==> config.mk <==
export PLATFORM = sky130hd
export DESIGN_NAME = epc_event_pin_control
export DESIGN_NICKNAME = d
export VERILOG_FILES = /design/src/hw/epc_pkg.sv /design/src/hw/epc_event_pin_control.sv /design/src/hw/epc_alarm.sv
export SDC_FILE = /design/constraint.sdc
export NUM_CORES = 1
export LEC_CHECK = 0
export BUFFER_PORTS_ARGS = -buffer_cell sky130_fd_sc_hd__buf_2
export CORE_MARGIN = 2
export CORE_UTILIZATION = 45
export DETAILED_ROUTE_END_ITERATION = 10
export PLACE_DENSITY = 0.76
export SYNTH_ARGS = -nofsm -noshare
export SYNTH_HDL_FRONTEND = slang
export SYNTH_HIERARCHICAL = 1
export SYNTH_SLANG_ARGS = --single-unit
==> constraint.sdc <==
create_clock -name CLK -period 1.3 [get_ports CLK]
set_input_delay 0 -clock CLK [delete_from_list [all_inputs] [get_ports CLK]]
set_output_delay 0 -clock CLK [all_outputs]
set_load 0.03 [all_outputs]
==> src/hw/epc_pkg.sv <==
package epc_pkg;

   // ************************************************************
   // register layout
   // ************************************************************
   localparam int EPC_REG_W = 32;
   localparam logic [31:0] EPC_RESET = 32'h0000_0000;
   localparam int EPC_CAL_LSB = 24;
   localparam int EPC_MAP_B_LSB = 20;
   localparam int EPC_MAP_A_LSB = 16;
   localparam int EPC_FORCE_B_BIT = 15;
   localparam int EPC_FORCE_A_BIT = 14;
   localparam int EPC_CLEAR_LSB = 8;
   localparam int EPC_HOLD_LSB = 4;
   localparam int EPC_SIM_LSB = 0;
   // writable bits: everything except the unimplemented 13..12
   localparam logic [31:0] EPC_WRITE_MASK = 32'hffff_cfff;
   // clear bits are strobes and read back as zero
   localparam logic [31:0] EPC_STORE_MASK = 32'hffff_c0ff;

   // ************************************************************
   // event vector, common order: power, current, swell, dip
   // ************************************************************
   typedef struct packed {
      logic power;
      logic current;
      logic swell;
      logic dip;
   } epc_evt_t;

   typedef struct packed {
      logic [7:0] cal_fail;
      epc_evt_t map_b;
      epc_evt_t map_a;
      logic force_level_b;
      logic force_level_a;
      logic [1:0] unused;
      logic [3:0] clear;
      logic [3:0] hold;
      logic [3:0] sim;
   } epc_reg_t;

   typedef struct packed {
      logic wr;
      logic [31:0] wdata;
   } epc_wr_t;

   typedef enum logic [1:0] {EPC_IDLE, EPC_ACTIVE, EPC_HELD} epc_state_t;

   // clear bits 11..8 are current, power, swell, dip
   function automatic epc_evt_t epc_clear_vec(input logic [3:0] c);
      epc_clear_vec = '{power: c[2], current: c[3], swell: c[1], dip: c[0]};
   endfunction

   // hold and sim bits are swell, dip, power, current
   function automatic epc_evt_t epc_hold_sim_vec(input logic [3:0] c);
      epc_hold_sim_vec = '{power: c[1], current: c[0], swell: c[3], dip: c[2]};
   endfunction

endpackage

==> src/hw/epc_event_pin_control.sv <==
module epc_event_pin_control
(
   input wire logic CLK,
   input wire logic RST,
   input wire epc_pkg::epc_wr_t REG_WR,
   input wire logic [7:0] CAL_FAIL_SET,
   input wire logic [7:0] CAL_FAIL_CLR,
   input wire logic DATA_READY,
   input wire logic CYCLE_DONE,
   input wire logic DIP_COND,
   input wire logic SWELL_COND,
   input wire logic CURRENT_COND,
   input wire logic POWER_COND,
   output logic [31:0] REG_RDATA,
   output logic [3:0] ALARM_STATUS,
   output logic ALERT_OUT_A,
   output logic ALERT_OUT_B
);
   import epc_pkg::*;

   // ************************************************************
   // register
   // ************************************************************
   epc_reg_t ctl, next_ctl;
   epc_evt_t clr_now, hold_v, sim_v, act;
   logic [31:0] wval;

   always_comb
   begin
      next_ctl = ctl;
      wval = REG_WR.wdata & EPC_WRITE_MASK;
      clr_now = '0;
      if (REG_WR.wr)
      begin
         next_ctl = epc_reg_t'(wval & EPC_STORE_MASK);
         clr_now = epc_clear_vec(wval[EPC_CLEAR_LSB +: 4]);
      end
      // calibration engine results win over a register write
      next_ctl.cal_fail = (next_ctl.cal_fail & ~CAL_FAIL_CLR) | CAL_FAIL_SET;
   end

   always_ff @(posedge CLK)
   begin
      if (RST)
         ctl <= epc_reg_t'(EPC_RESET);
      else
         ctl <= next_ctl;
   end

   assign hold_v = epc_hold_sim_vec(ctl.hold);
   assign sim_v = epc_hold_sim_vec(ctl.sim);

   // ************************************************************
   // alarms
   // ************************************************************
   // sag and surge sampled on data-ready, current and power per cycle
   epc_alarm u_dip
   (
      .CLK(CLK),
      .RST(RST),
      .sample(DATA_READY | sim_v.dip),
      .cond(DIP_COND | sim_v.dip),
      .hold(hold_v.dip),
      .clear(clr_now.dip),
      .active(act.dip)
   );
   epc_alarm u_swell
   (
      .CLK(CLK),
      .RST(RST),
      .sample(DATA_READY | sim_v.swell),
      .cond(SWELL_COND | sim_v.swell),
      .hold(hold_v.swell),
      .clear(clr_now.swell),
      .active(act.swell)
   );
   epc_alarm u_current
   (
      .CLK(CLK),
      .RST(RST),
      .sample(CYCLE_DONE | sim_v.current),
      .cond(CURRENT_COND | sim_v.current),
      .hold(hold_v.current),
      .clear(clr_now.current),
      .active(act.current)
   );
   epc_alarm u_power
   (
      .CLK(CLK),
      .RST(RST),
      .sample(CYCLE_DONE | sim_v.power),
      .cond(POWER_COND | sim_v.power),
      .hold(hold_v.power),
      .clear(clr_now.power),
      .active(act.power)
   );

   // ************************************************************
   // pins and read-back
   // ************************************************************
   logic next_a, next_b;
   logic [31:0] next_rdata;
   logic [3:0] next_status;

   // a pin with any mapping shows its mapped alarms, else the manual level
   function automatic logic pin_level(input epc_evt_t map, input logic force_level, input epc_evt_t alarms);
      if (|map)
         pin_level = |(map & alarms);
      else
         pin_level = force_level;
   endfunction

   always_comb
   begin
      next_a = pin_level(ctl.map_a, ctl.force_level_a, act);
      next_b = pin_level(ctl.map_b, ctl.force_level_b, act);
      next_rdata = 32'(ctl);
      next_status = act;
   end

   always_ff @(posedge CLK)
   begin
      if (RST)
      begin
         ALERT_OUT_A <= 1'b0;
         ALERT_OUT_B <= 1'b0;
         REG_RDATA <= EPC_RESET;
         ALARM_STATUS <= 4'h0;
      end
      else
      begin
         ALERT_OUT_A <= next_a;
         ALERT_OUT_B <= next_b;
         REG_RDATA <= next_rdata;
         ALARM_STATUS <= next_status;
      end
   end

endmodule // epc_event_pin_control

==> src/hw/epc_alarm.sv <==
// one alarm: follows or holds its condition
module epc_alarm
(
   input wire logic CLK,
   input wire logic RST,
   input wire logic sample,
   input wire logic cond,
   input wire logic hold,
   input wire logic clear,
   output logic active
);
   import epc_pkg::*;

   epc_state_t state, next_state;

   always_comb
   begin
      next_state = state;
      case (state)
         EPC_IDLE:
         begin
            if (sample && cond)
               next_state = hold ? EPC_HELD : EPC_ACTIVE;
         end
         EPC_ACTIVE, EPC_HELD:
         begin
            // a new sample that still sees the condition beats the clear
            if (sample && cond)
               next_state = hold ? EPC_HELD : EPC_ACTIVE;
            else if (clear)
               next_state = EPC_IDLE;
            else if (hold)
               next_state = EPC_HELD;
            else if (sample)
               next_state = EPC_IDLE;
            else
               next_state = EPC_ACTIVE;
         end
         default: next_state = EPC_IDLE;
      endcase
   end

   always_ff @(posedge CLK)
   begin
      if (RST)
         state <= EPC_IDLE;
      else
         state <= next_state;
   end

   assign active = (state != EPC_IDLE);

endmodule // epc_alarm

==> run metrics, run 1 <==
status=finished with violations; failing checks=negative setup slack; critical path launch point type=flop; drt total wl=between 6 and 7 mm; Worst Clk Skew=0.00736 ns; die height=82.9 um; most frequent cells in the layout=86 x buf_2, 58 x dfxtp_1, 35 x dlygate4sd3_1; vias in the first global route=2341; Internal Pwr Total=3.54 mW; Switch Pwr=about 1.4 mW; CORE AREA=5960 um2; RR Startpoint=u_power/state[1]; Starting Density=a little under half; hpwl dp=4.19 mm; Sw Ratio=roughly 28%; sequential share of the synthesized area=between 40 and 50%; fmax=734 MHz; mean number of vias per cell=4.70; count of final setup violators=8; required time worst endpoint=1.55 ns; vias=~2.3k; largest net degree at the start of global routing=30; post-synthesis cell count=~280; area of the mapped netlist=2800 um2; gr ovfl total=0; antenna viol nets, final=0; sequential share of power=between 40 and 50%; pre-CTS setup slack=-0.0543 ns; worst hold slack=0.0228 ns; initial antenna violation count=0; max-cap viol count=0; drt pass-1 iters=4; synth-to-layout area growth=42.3%; GP Congestion=0.815; first-pass GRT wire length=~11 mm; layout cells sized above 1=40.1%; clock-pin slew on the worst setup and hold paths=around 0.060 ns; power per cell area=1230 nW/um2; die width=82.9 um; Critical Path End Type=flop; clk sinks=66; initial DRC count=95; total I/O pin count=95; commonest non-fill, non-tap cell in the layout=buf_2; FP Rows=28; TritonCTS Buffers=9; Worst-Skew Late Latency=~0.33 ns; Fin. Hold Viols=0; area of the die=slightly below 7000 um2; Synth Flop Type=dfxtp_1; fin worst setup slack=-0.0633 ns; worst-path fanout max=3; Non-Filler Instances=between 400 and 500; period utilization=105%; Post-route DRC=0; Clock Path Buffers=2; DR WL/cell=~13 um; Layout Nets=484; crit path from=u_power/state[1]; fin crit period=1.36 ns; share of power burned in the clock network=32.7%; Final Slew Violations=0; DP Cell Count=443; peak supply drop=~630 uV; Post-synth EDFFs=0; Yosys cell types=32; TritonCTS clock tree=done; HP Class=primary input to flop; RSZ-0062 raised after global routing=yes; fin util=about two thirds; Syn Area/Cell=between 10 and 15 um2; Ant. Diodes=0; IO Port Bufs=86; Root Buffer=clkbuf_8; Comb pwr share=21.6%; GR Util All Layers=19.4%; FFs w/ async S/R, synth=0%; YS warnings=6; critical path type=flop to flop; flops & latches, synth=66; htree depth=3; static leakage=1.90 nW; hold path startpoint=REG_WR[30]; Critical Path AT=1.62 ns
-- repair_timing --
item | in CTS | in global routing
hold buffers | 35 | 0
setup endpoints to repair | 8 | 10
cloned | 0 | 0
hold endpoints to repair | 26 | 0
gates resized for setup | 10 | 9
pin swaps | 4 | 5
setup buffers | 6 | 0
-- kinds of logic after synthesis --
group | count (synthesis) | synth area share (%)
AOI/OAI and AO/OA | 34 | 9.82
adders and majority gates | 8 | 3.57
buffers and inverters | 35 | 6.56
DFF | 66 | 47.1
muxes | 26 | 10.4
other | 1 | 0.134
and+or+nand+nor | 108 | 22.3
-- final timing paths --
path / to / slack (ns) / depth (start not counted)
worst min register to register: REG_RDATA[29] / 0.46 / 1
worst min-delay path: ctl[30] / 0.02 / 4
worst max register to register: u_power/state[1] / -0.06 / 5
worst max-delay path: u_power/state[1] / -0.06 / 5
-- critical path: stages, from the launching register on --
cell and delay (ns):
dfxtp_2 0.35, inv_2 0.05, ha_4 0.15, a21boi_4 0.14, or4b_1 0.46, o21ai_1 0.14
-- final cells by class --
class,count,area [um2]
Fill cell,451,1970
Tap cell,75,93.8
Clock buffer,12,165
Clock inverter,4,25.0
Multi-Input combinational cell,182,1370
Timing Repair Buffer,140,923
Inverter,20,80.1
Sequential cell,66,1330
-- sequential cells by signal, summed over array words and instances, names as in the netlist --
register	flops
u_swell/state	2
u_power/state	2
ALERT_OUT_A	1
ALARM_STATUS	4
u_dip/state	2
ctl	26
REG_RDATA	26
ALERT_OUT_B	1
u_current/state	2
-- cells in the mapped netlist, types with 3 or more instances --
| master | count | area, um2 |
|---|---|---|
| a21boi_4 | 4 | 75.1 |
| a21oi_2 | 6 | 52.6 |
| a22oi_1 | 4 | 30.0 |
| and2_1 | 8 | 50.1 |
| buf_2 | 3 | 15.0 |
| buf_4 | 6 | 45.0 |
| clkbuf_1 | 3 | 11.3 |
| dfxtp_1 | 66 | 1320 |
| ha_1 | 8 | 100 |
| inv_1 | 20 | 75.1 |
| mux2_4 | 6 | 90.1 |
| mux2i_1 | 18 | 180 |
| nand2b_1 | 4 | 25.0 |
| nand3b_1 | 8 | 60.1 |
| nand4b_1 | 4 | 35.0 |
| nor2_1 | 34 | 128 |
| nor2b_1 | 30 | 188 |
| o211ai_1 | 4 | 30.0 |
| o21ai_0 | 4 | 20.0 |
| o21ai_1 | 4 | 20.0 |
| o22ai_1 | 4 | 25.0 |
| or2_2 | 8 | 50.1 |
| or4_1 | 4 | 30.0 |
| or4b_1 | 4 | 40.0 |
-- through the flow --
step           TNS (ns)  instance area, um2  power [mW]
6_report         -0.254                3990        4.91
5_1_grt          -0.713                3990        5.16
4_1_cts          -0.281                3980        4.93
3_5_place_dp     -0.271                3360        3.16
3_3_place_gp          0                3360        3.14
2_1_floorplan   -0.0383                2840        2.89
-- power by group through the flow --
| stage | Sequential [mW] | Clock (mW) | Combinational [mW] |
|---|---|---|---|
| final | 2.24 | 1.61 | 1.06 |
| after global routing | 2.25 | 1.75 | 1.16 |
| after floorplan | 2.37 | 0 | 0.514 |
| after detailed placement | 2.28 | 0 | 0.884 |
| after CTS | 2.24 | 1.66 | 1.04 |
| after global placement | 2.27 | 0 | 0.866 |
-- per-layer routing --
layer | wire (um) | share of wire (%) | global-route usage, %
met2 | 3250 | 51 | 33.8
met5 | 0 | 0 | 0
met3 | 311 | 4.9 | 4.17
met1 | 2740 | 43 | 23.1
met4 | 101 | 1.6 | 8.05
Power figures use the tool's default switching activity.
==> run 2: changes to the inputs <==
--- a/config.mk
+++ b/config.mk
@@ -9,7 +9,7 @@
 export CORE_MARGIN = 2
 export CORE_UTILIZATION = 45
 export DETAILED_ROUTE_END_ITERATION = 10
-export PLACE_DENSITY = 0.76
+export PLACE_DENSITY = 0.83
 export SYNTH_ARGS = -nofsm -noshare
 export SYNTH_HDL_FRONTEND = slang
 export SYNTH_HIERARCHICAL = 1
==> run 2 against run 1 <==
Against the previous run:
- the run still ends with negative setup slack left
- sequential power hardly changed
- wire length is 0.36% lower
- worst setup slack worse by 0.0038 ns
- first-iteration DRC count is 40% lower
- critical path depth stayed put
- register-to-register slack hardly changed
- core utilization is 0.92 points lower
- clock power hardly changed
- critical path type unchanged
==> run metrics, run 2 (synthesized netlist as in run 1, its figures left out) <==
status=finished with violations; failing checks=negative setup slack; total I/O pin count=95; gr ovfl total=0; hpwl dp=4.28 mm; most frequent cells in the layout=86 x buf_2, 58 x dfxtp_1, 34 x nor2_1, 34 x dlygate4sd3_1, 30 x nor2b_1; Critical Path End Type=flop; htree depth=3; Layout Nets=479; IO Port Bufs=86; period utilization=105%; HP Class=primary input to flop; Critical Path AT=~1.6 ns; vias in the first global route=between 2k and 2.5k; Root Buffer=clkbuf_8; fillers=490; register area=1330 um2; cell area after layout=3930 um2; commonest non-fill, non-tap cell in the layout=buf_2; first-pass GRT wire length=10.4 mm; TritonCTS clock tree=done; antenna viol nets, final=0; flop2flop setup slack=-0.07 ns; TritonCTS Buffers=9; fin crit period=1.37 ns; clk sinks=66; pre-CTS setup slack=-0.0663 ns; Starting Density=47.1%; GR Util All Layers=18.6%; RSZ-0062 raised after global routing=yes; vias=roughly 2.3k; initial DRC count=57; synth-to-layout area growth=40.3%; Worst Clk Skew=0.00740 ns; drt pass-1 iters=4; DR WL/cell=12.9 um; area of the die=6880 um2; static leakage=1.88 nW; Ant. Diodes=0; clock-pin slew on the worst setup and hold paths=0.07 ns; Fin. Hold Viols=0; max-cap viol count=0; Post-route DRC=0; Final Slew Violations=0; fmax=731 MHz; fin util=66.0%; FP Rows=28; power per cell area=approximately 1200 nW/um2; Largest regs=REG_RDATA (26), ctl (26), ALARM_STATUS (4); largest net degree at the start of global routing=32; drt total wl=6.39 mm; worst-path fanout max=4; Worst-Skew Late Latency=0.33 ns; critical path type=flop to flop; count of final setup violators=8; placed inst area=around 3300 um2; GP Congestion=around 0.81; multi-input logic area=1370 um2; peak supply drop=742 uV; required time worst endpoint=1.56 ns; fin worst setup slack=-0.0671 ns; layout cells sized above 1=between 30% and 40%; CORE AREA=5960 um2; critical path launch point type=flop; die height=82.9 um; mean number of vias per cell=between 4 and 5; Clock Path Buffers=2; initial antenna violation count=0; die width=between 80 and 90 um
==> run 2: cell count changes in the layout (fill, tap and decap cells not counted), moves of 2 or more <==
cell / previous run / this run
inv_4: 2 / 0
inv_1: 9 / 14
inv_2: 9 / 6
clkbuf_1: 0 / 4
clkinvlp_4: 2 / 0
clkbuf_8: 12 / 9
buf_4: 19 / 15
==> run 2: worst paths after layout <==
| path | depth (start not counted) | from | to |
|---|---|---|---|
| setup / recovery | 5 | u_current/state[0] | u_current/state[1] |
| setup reg to reg | 5 | u_current/state[0] | u_current/state[1] |
| hold / removal | 4 | REG_WR[31] | ctl[31] |
| hold reg to reg | 1 | ctl[24] | REG_RDATA[24] |
==> run 2: through the flow <==
step                      hold slack [ns]  total power, mW  TNS, ns  cells
after floorplan                     0.111             2.89  -0.0383    283
after global placement              0.201             3.13        0    441
after detailed placement            0.213             3.17   -0.349    441
after CTS                          0.0193             4.88   -0.349    492
after global routing               0.0392             5.11   -0.684    494
final                              0.0373             4.87   -0.343    494
==> run 2: power by group <==
| part | switching (mW) | internal (mW) | total [mW] |
|---|---|---|---|
| registers | 0.0775 | 2.16 | 2.24 |
| clock network | 0.716 | 0.884 | 1.60 |
| logic | 0.509 | 0.522 | 1.03 |
| total | 1.30 | 3.57 | 4.87 |
==> run 2: timing repair <==
| action | in CTS | in global routing |
|---|---|---|
| setup endpoints to repair | 8 | 8 |
| setup buffers | 1 | 2 |
| resized for setup | 8 | 3 |
| hold buffers | 34 | 0 |
| pin swaps | 0 | 1 |
| gates cloned | 0 | 0 |
| endpoints found under the hold margin | 26 | 0 |
==> run 2: critical path, cell delays in order, from the launching register on <==
cell,delay (ns)
dfxtp_2,0.34
inv_1,0.06
ha_4,0.16
a21boi_4,0.14
or4b_1,0.47
o21ai_1,0.12
==> run 2: area by class of cell <==
cell class                 instances  area share (%)
clock buffer                      13            3.53
multi-input combinational        182            34.8
sequential                        66            33.9
tap                               75            2.39
inverter                          20            1.91
timing repair buffer             135            22.5
clock inverter                     3            1.02
==> run 2: layer usage <==
layer | share of wire (%) | global-route usage [%]
met1 | 43 | 21.9
met2 | 50 | 31.7
met3 | 5.1 | 4.57
met4 | 2.2 | 8.94
met5 | 0 | 0
